`config.mk`:
```
export PLATFORM = sky130hd
export DESIGN_NAME = dac_serial_load
export DESIGN_NICKNAME = d
export VERILOG_FILES = /design/src/core/dac_serial_load.v /design/src/core/sync2.v
export VERILOG_INCLUDE_DIRS = /design/src /design/src/inc
export SDC_FILE = /design/constraint.sdc
export NUM_CORES = 1
export LEC_CHECK = 0
export ABC_AREA = 1
export BUFFER_PORTS_ARGS = -buffer_cell sky130_fd_sc_hd__clkbuf_2
export CAP_MARGIN = 15
export CELL_PAD_IN_SITES_DETAIL_PLACEMENT = 1
export CELL_PAD_IN_SITES_GLOBAL_PLACEMENT = 1
export CORE_UTILIZATION = 41
export CTS_CLUSTER_DIAMETER = 50
export CTS_CLUSTER_SIZE = 8
export DETAILED_ROUTE_END_ITERATION = 8
export PLACE_DENSITY = 0.8
export RECOVER_POWER = 50
export SLEW_MARGIN = 0
export SYNTH_ARGS = -nofsm -noshare
export SYNTH_HDL_FRONTEND = slang
export SYNTH_SLANG_ARGS = --single-unit
```
`constraint.sdc`:
```
create_clock -name clock -period 1.25 [get_ports clock]
set_input_delay 0.125 -clock clock [delete_from_list [all_inputs] [get_ports clock]]
set_output_delay 0.125 -clock clock [all_outputs]
set_load 0.1 [all_outputs]
```
`src/inc/dac_load_defs.vh`:
```
`ifndef DAC_LOAD_DEFS_VH
`define DAC_LOAD_DEFS_VH
// Behaviour
// RL1: shift serial_in on each link clock rise while select low; else hold.
// RL2: select rising with clock low, reset idle, loads addressed input registers.
// RL3: reset low with preset level low forces all registers to zero.
// RL4: reset low with preset level high forces all registers to midscale.
// RL5: power-on clears every input and output register to zero.
// RL6: frame is 16 bits msb first, two address then 14 data.
// RL7: address 00 none, 01 channel a, 10 channel b, 11 both.
// RL8: load strobe low makes output registers follow input registers.
// RL9: load strobe high, and its rise, holds the output registers.
// ============================================================
// frame layout
`define FRAME_BITS 16
`define DATA_BITS 14
`define ADDR_HI_POS 15
`define ADDR_LO_POS 14
// ============================================================
// preset values
`define ZERO_CODE 14'h0000
`define MID_CODE 14'h2000
`define POWERON_CODE 14'h0000
`endif

```
`src/core/dac_serial_load.v`:
```
`include "dac_load_defs.vh"
// ============================================================
// serial load control for a dual 14-bit converter
module dac_serial_load #(
  parameter FRAME_W = `FRAME_BITS,
  parameter DATA_W = `DATA_BITS
) (
  input wire clock,
  input wire srst,
  input wire select_n,
  input wire link_clk,
  input wire serial_in,
  input wire output_load_strobe_n,
  input wire reset_select_n,
  input wire preset_mid,
  output reg [DATA_W-1:0] input_a,
  output reg [DATA_W-1:0] input_b,
  output reg [DATA_W-1:0] code_a,
  output reg [DATA_W-1:0] code_b
);
  // ============================================================
  // pin synchronisers
  wire [4:0] pins_s;
  sync2 #(
    .WIDTH(5)
  ) u_sync (
    .clock(clock),
    .srst(srst),
    .d({select_n, link_clk, serial_in, output_load_strobe_n,
        reset_select_n}),
    .q(pins_s)
  );
  wire sel_s = pins_s[4];
  wire clk_s = pins_s[3];
  wire din_s = pins_s[2];
  wire strobe_s = pins_s[1];
  wire rst_s = pins_s[0];

  // preset level also passes two flops
  reg mid_m;
  reg mid_s;
  always @(posedge clock) begin
    if (srst) begin
      mid_m <= 1'b0;
      mid_s <= 1'b0;
    end else begin
      mid_m <= preset_mid;
      mid_s <= mid_m;
    end
  end

  // ============================================================
  // address decode, used for both channels
  function [1:0] decode_addr;
    input hi;
    input lo;
    begin
      decode_addr = {hi, lo}; // bit0 channel a, bit1 channel b RL7
    end
  endfunction

  // ============================================================
  // edge detection on synchronised pins
  reg clk_d;
  reg sel_d;
  reg [FRAME_W-1:0] shift_reg;
  wire clk_rise = clk_s & ~clk_d;
  wire sel_rise = sel_s & ~sel_d;
  // data passes the same two flops as the link clock, so it lines up with the edge
  always @(posedge clock) begin
    if (srst) begin
      clk_d <= 1'b0;
      sel_d <= 1'b1;
      shift_reg <= {FRAME_W{1'b0}};
    end else begin
      clk_d <= clk_s;
      sel_d <= sel_s;
      if (!sel_s && clk_rise)
        shift_reg <= {shift_reg[FRAME_W-2:0], din_s}; // RL1 RL6
    end
  end

  // ============================================================
  // input and output register stages
  wire [1:0] hit = decode_addr(shift_reg[`ADDR_HI_POS],
                               shift_reg[`ADDR_LO_POS]);
  wire [DATA_W-1:0] word = shift_reg[DATA_W-1:0];
  wire [DATA_W-1:0] preset = mid_s ? `MID_CODE : `ZERO_CODE;
  wire load_ok = sel_rise && !clk_s && rst_s;
  reg [DATA_W-1:0] next_a;
  reg [DATA_W-1:0] next_b;

  // next input values; extra bits beyond the frame fall off the top
  always @* begin
    next_a = input_a;
    next_b = input_b;
    if (load_ok && hit[0])
      next_a = word; // RL2 RL7
    if (load_ok && hit[1])
      next_b = word; // RL2 RL7
  end

  // srst stands in for power-on; the reset pin wins over everything but srst
  always @(posedge clock) begin
    if (srst) begin
      input_a <= `POWERON_CODE; // RL5
      input_b <= `POWERON_CODE;
      code_a <= `POWERON_CODE;
      code_b <= `POWERON_CODE;
    end else if (!rst_s) begin
      input_a <= preset; // RL3 RL4
      input_b <= preset;
      code_a <= preset;
      code_b <= preset;
    end else begin
      input_a <= next_a;
      input_b <= next_b;
      if (!strobe_s) begin
        code_a <= next_a; // RL8
        code_b <= next_b;
      end
      // strobe high: outputs held, both move together on next low RL9
    end
  end
endmodule

```
`src/core/sync2.v`:
```
// ============================================================
// two-stage synchroniser for pin levels
module sync2 #(
  parameter WIDTH = 1
) (
  input wire clock,
  input wire srst,
  input wire [WIDTH-1:0] d,
  output reg [WIDTH-1:0] q
);
  reg [WIDTH-1:0] meta;

  // first stage read only by the second
  always @(posedge clock) begin
    if (srst) begin
      meta <= {WIDTH{1'b0}};
      q <= {WIDTH{1'b0}};
    end else begin
      meta <= d;
      q <= meta;
    end
  end
endmodule

```
==> run_results.csv, run 1 <==
group,metric,value,unit
timing,setup_slack,-90.84,ps
synth,yosysMostFrequentCell,"dfxtp_1",
clock_network,cts_tree,"yes",
outcome,violations,"negative setup slack",
power,power_frac_clock,46.9,%
die,core,8217,sq um
synth,synthesis.nets,409,
timing,finalHoldViolCount,0,
clock_network,cts.sinks,86,
power,ir_worst_vdd,1.183,mV
die,io_pins,64,
synth,synth.cell_area,3475,sq um
drt,antenna_left,0,
power,power.switching,1.374,mW
synth,netlist.area_leader.share,49.55,%
grt,grt_pass1_vias,3378,
clock_network,cts-root-buf,"clkbuf_8",
timing,fin_setup_tns,-593.7,ps
drt,drt_iter0_markers,141,
min_path,min_path_type,"in2reg",
drt,route.detailed.drc,0,
synth,synthCells,401,
worst_setup_path,path_class,"reg2reg",
clock_network,path_clk_slew,90,ps
power,power_frac_seq,46.8,%
grt,antenna_found_initial,0,
worst_setup_path,worstPathMaxFanout,6,
placement,post-dp-hpwl,6125,microns
power,swShare,22.81,%
grt,grt_pass1_wl,17130,microns
layout,final_core_util,62.42,%
timing,rsz0062_at_grt,"true",
layout,largest_reg_flops,16,
drt,wl_per_cell,20.69,microns
synth,ys_seq_area_share,49.55,%
power,p_comb_share,6.3,%
layout,drive_gt1_share,47.84,%
synth,ys.warnings.count,0,
power,power.internal,4.651,mW
synth,ys_seq_elements,86,
outcome,status,"finished with violations",
grt,grt_max_degree,27,
synth,ys_types,21,
timing,fin_skew,12.43,ps
grt,grt_usage,25.90,%
grt,grt_overflow,0,
drt,vias,3101,
worst_setup_path,critPathArrivalTime,1610,ps
synth,async_flop_share,0,%
drt,finalWirelength,12250,microns
timing,drv_slew,0,
timing,fin_crit,1341,ps
timing,setup-violations-final,20,
power,p_leak,2.306,nW
die,start_util,42.29,%
placement,dpl_worst_slack,-42.47,ps
worst_setup_path,cp-end-kind,"flop",
die,die_area,8846,sq um
layout,antenna_cells,0,
timing,slew_headroom,68.79,%
clock_network,cts_buffers,9,
power,power,6.025,mW
drt,vias_per_cell,5.238,
synth,synth_area_leaders,"dfxtp_1, inv_1, nand3_2",
timing,max_clock_freq,745.8,MHz
placement,gp_congestion,0.8002,
die,die_h,94.06,microns
worst_setup_path,worstPathRequired,1520,ps
synth,yosys.area.top_type,"dfxtp_1",
layout,area_delta_synth_final,47.61,%
synth,synth_common_cells,"dfxtp_1, inv_1, nand2_1",
worst_setup_path,r2r_setup_slack,-90,ps
timing,worst-slew-pin-transition,467.4,ps
synth,synth_ff_type,"dfxtp_1",
worst_setup_path,setup.worst_path.start_class,"flop",
die,rows,33,
die,fp.dieW,94.06,microns
placement,io_buffers,63,
clock_network,worstSkewPairLatency,380,ps
timing,period_share,107.3,%
synth,synth-edff-count,0,
layout,nNetsFinal,490,
synth,avgSynthCellArea,8.665,sq um
run,cap_viol_max_count,0,
clock_network,htree_num_levels,3,
clock_network,ctsLongestPathBuffers,2,
power,powerDensity,1175,nW/um^2
drt,drtPass1Iterations,5,
## kinds of logic (layout without fill, tap and decap cells)
kind of cell / after synthesis / in the layout / share of synthesized area, %
flops: 86 / 86 / 49.55
compound gates: 58 / 58 / 8.354
buf+inv: 110 / 196 / 15.45
simple gates: 147 / 147 / 26.65
## power by group through the flow
stage,logic (mW),registers (mW),clock network (mW)
6_report,0.381,2.82,2.83
5_1_grt,0.400,2.82,2.98
3_3_place_gp,0.245,2.87,0
3_5_place_dp,0.255,2.87,0
4_1_cts,0.322,2.81,2.77
2_1_floorplan,0.159,2.89,0
## placed cells by master (no fill, tap or decap), types with 2 or more instances in the layout
| master | synthesis | routed |
|---|---|---|
| a21oi_1 | 18 | 17 |
| buf_12 | 0 | 36 |
| buf_4 | 1 | 36 |
| buf_6 | 12 | 5 |
| buf_8 | 0 | 3 |
| bufinv_16 | 0 | 5 |
| clkbuf_2 | 0 | 7 |
| clkbuf_8 | 2 | 9 |
| clkinv_2 | 0 | 2 |
| dfxtp_1 | 86 | 55 |
| dfxtp_2 | 0 | 30 |
| dlygate4sd3_1 | 0 | 6 |
| inv_1 | 83 | 83 |
| inv_2 | 2 | 2 |
| nand2_1 | 46 | 37 |
| nand2_2 | 21 | 26 |
| nand2_4 | 0 | 4 |
| nand3_1 | 9 | 4 |
| nand3_2 | 23 | 26 |
| nand3_4 | 2 | 4 |
| nand4_1 | 22 | 22 |
| nand4_2 | 6 | 6 |
| nor2_1 | 15 | 14 |
| nor2_4 | 2 | 3 |
| o21ai_1 | 40 | 16 |
| o21ai_2 | 0 | 23 |
## metal layers
layer	vias to the layer above	share of wire, %	track usage [%]
met5	-	0	0
met1	1533	40	27.77
met3	40	3.7	3.964
met4	0	4.4	16.28
met2	104	52	47.14
li1	1424	-	-
## timing repair
item	4_1_cts	5_1_grt
pin swaps	2	13
gates cloned	1	0
setup buffers	4	3
resized for setup	13	52
endpoints found under the hold margin	6	0
setup endpoints to repair	47	56
hold buffers	6	0
## path summary, 6_finish.rpt
path	start	end	depth (start not counted)
setup / recovery	sel_d$_SDFF_PP1_	code_b[13]$_SDFFE_PP0P_	8
hold / removal	srst	input_a[13]$_SDFF_PP0_	2
setup reg to reg	sel_d$_SDFF_PP1_	code_b[13]$_SDFFE_PP0P_	8
hold reg to reg	u_sync.meta[0]$_SDFF_PP0_	u_sync.q[0]$_SDFF_PP0_	2
## worst max-delay path, stage by stage, from the launching register on
cell and delay, ps:
dfxtp_2 350, nor2_4 140, buf_12 150, buf_6 110, nand4_1 160, nand3_2 120, nand2_1 70, nand2_1 70
nand2_1 50
## area by class of cell
type                       instances  area, sq um
clock buffer                       9        123.9
clock inverter                     7        160.2
fill                             892         3088
inverter                          86        327.8
multi-input combinational        205         1408
sequential                        86         1763
tap                              105        131.4
timing repair buffer              94         1215
## through the flow
step	instance area, sq um	std cells	hold slack [ps]
floorplan	3510	401	232.0
global placement	4413	562	317.3
detailed placement	4413	562	324.0
CTS	4903	589	118.2
global route	5129	592	116.1
finish	5129	592	110.7
No activity file was read; power rests on OpenSTA's default activity.
==> run 2: changes to the inputs <==
--- a/config.mk
+++ b/config.mk
@@ -11,6 +11,7 @@
 export CAP_MARGIN = 15
 export CELL_PAD_IN_SITES_DETAIL_PLACEMENT = 1
 export CELL_PAD_IN_SITES_GLOBAL_PLACEMENT = 1
+export CORE_MARGIN = 2
 export CORE_UTILIZATION = 41
 export CTS_CLUSTER_DIAMETER = 50
 export CTS_CLUSTER_SIZE = 8
==> run_results.csv, run 2 (synthesis results as in run 1) <==
group,metric,value,unit
outcome,status,"finished with violations",
outcome,violations,"negative setup slack",
timing,slew_headroom,73.43,%
placement,dpl_cell_area,4446,sq um
timing,period_share,105.6,%
grt,grt_overflow,0,
timing,fin_crit,1320,ps
drt,wl_per_cell,19.67,microns
clock_network,htree_num_levels,3,
power,p_leak,2.288,nW
worst_setup_path,worstPathMaxFanout,16,
grt,grt_usage,22.24,%
grt,antenna_found_initial,0,
min_path,hold_path_end,"input_b[13]$_SDFF_PP0_",
timing,finalHoldViolCount,0,
layout,area_delta_synth_final,45.70,%
worst_setup_path,r2r_setup_slack,-70,ps
clock_network,ctsLongestPathBuffers,2,
die,die_h,96.06,microns
drt,finalWirelength,11840,microns
timing,rsz0062_at_grt,"true",
placement,post-dp-hpwl,6448,microns
layout,multi_input_area,1375,sq um
drt,vias,3091,
worst_setup_path,path_class,"reg2reg",
timing,setup-violations-final,22,
clock_network,worstSkewPairLatency,390,ps
layout,nFillCells,905,
timing,setup_slack,-70.45,ps
drt,drt_iter0_markers,126,
layout,largest_reg_flops,16,
power,power.internal,3.647,mW
timing,worst_hold_slack,104.9,ps
power,power,5.001,mW
clock_network,cts_tree,"yes",
layout,final_core_util,61.61,%
min_path,min_path_type,"in2reg",
power,powerDensity,987.8,nW/um^2
layout,seq_area,1763,sq um
layout,drive_gt1_share,44.06,%
worst_setup_path,worstPathRequired,1500,ps
power,swShare,27.07,%
layout,design_area,5062,sq um
clock_network,cts-root-buf,"clkbuf_8",
placement,io_buffers,63,
layout,layout_commonest_cell,"inv_1",
worst_setup_path,critPathArrivalTime,1570,ps
drt,antenna_left,0,
worst_setup_path,rr_startpoint,"u_sync.q[3]$_SDFF_PP0_",
power,power.switching,1.354,mW
power,power_frac_seq,56.3,%
die,core,8217,sq um
clock_network,cts_buffers,9,
timing,max_clock_freq,757.3,MHz
layout,mostFrequentLayoutCells,"inv_1, dfxtp_1, buf_4, nand2_1, buf_12",
timing,worst-slew-pin-transition,398.5,ps
worst_setup_path,r2r_end,"shift_reg[13]$_SDFFE_PP0P_",
clock_network,path_clk_slew,80,ps
grt,grt_pass1_vias,3126,
grt,grt_max_degree,27,
worst_setup_path,setup.worst_path.start_class,"flop",
drt,drtPass1Iterations,4,
die,rows,33,
grt,grt_pass1_wl,15290,microns
power,ir_worst_vdd,0.6319,mV
die,start_util,42.29,%
layout,antenna_cells,0,
die,io_pins,64,
placement,gp_congestion,0.7899,
die,die_area,9227,sq um
die,fp.dieW,96.06,microns
timing,drv_slew,0,
worst_setup_path,reg2reg_depth,6,
min_path,worstHoldStart,"srst",
min_path,worstHoldPathCells,2,
layout,nNetsFinal,500,
worst_setup_path,cp-end-kind,"flop",
drt,route.detailed.drc,0,
power,p_comb_share,7.5,%
timing,fin_skew,22.19,ps
run,cap_viol_max_count,0,
drt,vias_per_cell,5.135,
power,power_frac_clock,36.2,%
clock_network,cts.sinks,86,
==> run 2: changes by cell type in the layout (fill, tap and decap cells not counted), sizes merged <==
| cell | before | now |
|---|---|---|
| buf | 81 | 87 |
| clkinvlp | 0 | 2 |
| bufinv | 5 | 0 |
| clkinv | 2 | 5 |
| nand3 | 34 | 35 |
| clkbuf | 16 | 19 |
==> run 2: worst max-delay path by stage <==
stage	slack, ps	cells past startpoint	to	start
after floorplan	30	2	code_a[11]$_SDFFE_PP0P_	code_a[11]$_SDFFE_PP0P_
after global placement	20	8	code_a[13]$_SDFFE_PP0P_	u_sync.q[0]$_SDFF_PP0_
after detailed placement	-100	6	code_a[0]$_SDFFE_PP0P_	u_sync.q[0]$_SDFF_PP0_
after CTS	0.2	7	code_a[10]$_SDFFE_PP0P_	u_sync.q[0]$_SDFF_PP0_
after global routing	-120	7	code_a[5]$_SDFFE_PP0P_	u_sync.q[3]$_SDFF_PP0_
final	-70	6	shift_reg[13]$_SDFFE_PP0P_	u_sync.q[3]$_SDFF_PP0_
==> run 2: through the flow <==
| step | std cells | setup WS, ps | setup TNS (ps) |
|---|---|---|---|
| floorplan | 401 | 27.86 | 0 |
| detailed placement | 563 | -96.60 | -1036 |
| CTS | 590 | 0.2401 | 0 |
| global placement | 563 | 18.07 | 0 |
| global route | 602 | -123.1 | -2211 |
| finish | 602 | -70.45 | -639.0 |
==> run 2: critical path, cell delays in order (launching register included) <==
cell	delay, ps
dfxtp_2	360
inv_1	70
nor2_2	170
nand2_2	110
buf_6	180
o21ai_2	190
a21oi_1	100
==> run 2: power groups by stage <==
stage               Sequential, mW  Combinational, mW  Clock (mW)
floorplan                     2.89              0.159           0
global placement              2.87              0.248           0
detailed placement            2.87              0.260           0
CTS                           2.81              0.293        1.75
global route                  2.82              0.399        1.93
finish                        2.82              0.377        1.81
==> run 2: timing repair <==
item | in CTS | in global routing
setup buffers | 3 | 10
endpoints found under the setup margin | 48 | 44
endpoints found under the hold margin | 6 | 0
resized for setup | 6 | 38
gates cloned | 2 | 2
pin swaps | 2 | 12
hold buffers | 6 | 0
==> run 2: area by class of cell <==
| class | instances | area share (%) |
|---|---|---|
| inverters | 86 | 6.525 |
| repair buffers | 102 | 25.53 |
| clock inverters | 6 | 0.7662 |
| clock buffers | 10 | 2.521 |
| multi-input cells | 206 | 27.16 |
| flip-flops and latches | 86 | 34.82 |
| repair inverters | 1 | 0.07415 |
| well taps | 105 | 2.595 |
==> run 2: routing by layer <==
metal	vias to the layer above	track usage, %	part of all wire, %
met1	1538	24.21	40
li1	1444	-	-
met5	-	0	0
met2	85	40.63	53
met3	24	4.307	4.3
met4	0	11.31	2.6
==> run 3: changes to the inputs <==
--- a/config.mk
+++ b/config.mk
@@ -12,11 +12,11 @@
 export CELL_PAD_IN_SITES_DETAIL_PLACEMENT = 1
 export CELL_PAD_IN_SITES_GLOBAL_PLACEMENT = 1
 export CORE_MARGIN = 2
-export CORE_UTILIZATION = 41
+export CORE_UTILIZATION = 44
 export CTS_CLUSTER_DIAMETER = 50
 export CTS_CLUSTER_SIZE = 8
 export DETAILED_ROUTE_END_ITERATION = 8
-export PLACE_DENSITY = 0.8
+export PLACE_DENSITY = 0.85
 export RECOVER_POWER = 50
 export SLEW_MARGIN = 0
 export SYNTH_ARGS = -nofsm -noshare
==> constraint.sdc (replaced) <==
create_clock -name clock -period 1.6 [get_ports clock]
set_input_delay 0.16 -clock clock [delete_from_list [all_inputs] [get_ports clock]]
set_output_delay 0.16 -clock clock [all_outputs]
set_load 0.1 [all_outputs]
==> run_results.csv, run 3 (synthesis results as in run 1) <==
group,metric,value,unit
outcome,status,"completed",
grt,grt_max_degree,31,
worst_setup_path,critical-path-slowest-cell,"dfxtp_1",
worst_setup_path,path_buf_inv,1,
clock_network,cts_resized,0,
grt,grt_pass1_vias,2861,
power,swShare,22.18,%
worst_setup_path,rr_startpoint,"u_sync.q[0]$_SDFF_PP0_",
clock_network,cts_buffers,9,
die,die_h,92.87,microns
clock_network,path_clk_slew,80,ps
clock_network,cts_tree,"yes",
clock_network,cts.sinks,86,
placement,dp_cells,551,
power,power.internal,3.146,mW
drt,drt_iter0_markers,108,
drt,vias,2743,
placement,post-dp-hpwl,5833,microns
drt,dr_wl_met2,3851,microns
grt,grt_pass1_wl,13550,microns
run,cap_viol_max_count,0,
worst_setup_path,cp-end-kind,"flop",
timing,fin_crit,1418,ps
layout,area_delta_synth_final,17.10,%
timing,period_share,88.60,%
layout,mostFrequentLayoutCells,"dfxtp_1, inv_1, clkbuf_2, nand2_1, o21ai_1",
timing,setup_slack,182.4,ps
layout,nNetsFinal,476,
worst_setup_path,reg2reg_depth,6,
power,p_comb_share,4.7,%
timing,setup-violations-final,0,
worst_setup_path,critPathArrivalTime,1710,ps
layout,final_core_util,52.93,%
clock_network,ctsLongestPathBuffers,2,
drt,wl_per_cell,13.87,microns
drt,vias_per_cell,4.770,
die,start_util,45.20,%
timing,drv_slew,0,
clock_network,htree_num_levels,3,
grt,grt_usage,19.90,%
drt,drtPass1Iterations,4,
die,fp.dieW,92.87,microns
timing,fin_skew,8.813,ps
drt,finalWirelength,7973,microns
drt,highest_layer,"met4",
timing,finalHoldViolCount,0,
placement,gp_congestion,0.8014,
grt,grt_overflow,0,
min_path,min_path_type,"in2reg",
timing,worst-slew-pin-transition,616.7,ps
worst_setup_path,path_depth,6,
worst_setup_path,cpLargestDelayFamily,"simple AND/OR/NAND/NOR gates",
clock_network,cts-root-buf,"clkbuf_8",
timing,rsz0062_at_grt,"false",
worst_setup_path,crit_start,"u_sync.q[0]$_SDFF_PP0_",
power,power_frac_clock,41.1,%
layout,layout_commonest_cell,"dfxtp_1",
placement,io_buffers,63,
timing,slew_headroom,58.79,%
worst_setup_path,r2r_end,"code_a[1]$_SDFFE_PP0P_",
worst_setup_path,worstPathMaxFanout,17,
power,powerDensity,993.7,nW/um^2
timing,fin_setup_tns,0,ps
drt,antenna_left,0,
worst_setup_path,setup.worst_path.start_class,"flop",
power,ir_worst_vdd,0.4425,mV
die,core,7687,sq um
layout,largest_reg_flops,16,
power,power,4.043,mW
worst_setup_path,r2r_setup_slack,180,ps
power,power_frac_seq,54.3,%
layout,drive_gt1_share,30.02,%
worst_setup_path,worstPathRequired,1890,ps
drt,wl_met1,3633,microns
power,power.switching,897.0,uW
placement,dpl_worst_slack,159.0,ps
worst_setup_path,crit_chain,"nand2_2 > inv_4 > nand3_4 > nand2_1 > nand3_2 > o21ai_1",
grt,antenna_found_initial,0,
die,rows,32,
drt,wl_met3,331,microns
die,die_area,8624,sq um
layout,final_cells,575,
worst_setup_path,crit_end,"code_a[1]$_SDFFE_PP0P_",
worst_setup_path,critPathMaxStageDelay,430,ps
worst_setup_path,path_class,"reg2reg",
power,p_leak,1.975,nW
die,io_pins,64,
clock_network,worstSkewPairLatency,360,ps
drt,route.detailed.drc,0,
layout,antenna_cells,0,
timing,max_clock_freq,705.4,MHz
## run 3: cell count changes in the layout (fill, tap and decap cells not counted), sizes merged
cell	previous run	this run
clkinv	5	2
buf	87	8
clkbuf	19	78
bufinv	0	2
nand3	35	34
clkinvlp	2	0
## run 3: power by group through the flow
stage	sequential, mW	combinational, mW	clock (mW)
after floorplan	2.26	0.124	0
after global placement	2.24	0.171	0
after detailed placement	2.25	0.179	0
after CTS	2.19	0.192	1.70
after global routing	2.20	0.210	1.79
final	2.19	0.189	1.66
## run 3: through the flow
stage | area, sq um | hold slack (ps)
4_1_cts | 4061 | 170.5
3_5_place_dp | 3786 | 357.6
2_1_floorplan | 3475 | 267.0
3_3_place_gp | 3786 | 354.5
6_report | 4069 | 302.1
5_1_grt | 4069 | 326.5
## run 3: layer usage
layer	track usage, %	up-vias
li1	-	1387
met1	24.92	1280
met2	32.79	60
met3	3.743	16
met4	9.804	0
met5	0	-
## run 3: what timing repair did
action / CTS / global route
setup endpoints to repair: 0 / 1
setup buffers: 0 / 2
hold buffers: 6 / 0
hold endpoints to repair: 6 / 0
## run 3: cell type report
class | count | area (sq um)
Clock inverter | 4 | 70.07
Timing Repair Buffer | 80 | 473.0
Sequential cell | 86 | 1722
Multi-Input combinational cell | 205 | 1206
Tap cell | 102 | 127.6
Clock buffer | 12 | 145.1
Fill cell | 947 | 3618
Inverter | 86 | 325.3
## run 3: worst min-delay path by stage
stage,start,to,depth (start not counted)
6_report,srst,shift_reg[15]$_SDFFE_PP0P_,2
5_1_grt,srst,input_a[13]$_SDFF_PP0_,2
4_1_cts,srst,shift_reg[15]$_SDFFE_PP0P_,2
3_5_place_dp,output_load_strobe_n,u_sync.meta[1]$_SDFF_PP0_,3
3_3_place_gp,preset_mid,mid_m$_SDFF_PP0_,3
2_1_floorplan,preset_mid,mid_m$_SDFF_PP0_,2
## run 3: worst register-to-register path: stages (launching register included)
cell	delay (ps)
dfxtp_1	430
nand2_2	100
inv_4	180
nand3_4	260
nand2_1	160
nand3_2	100
o21ai_1	120
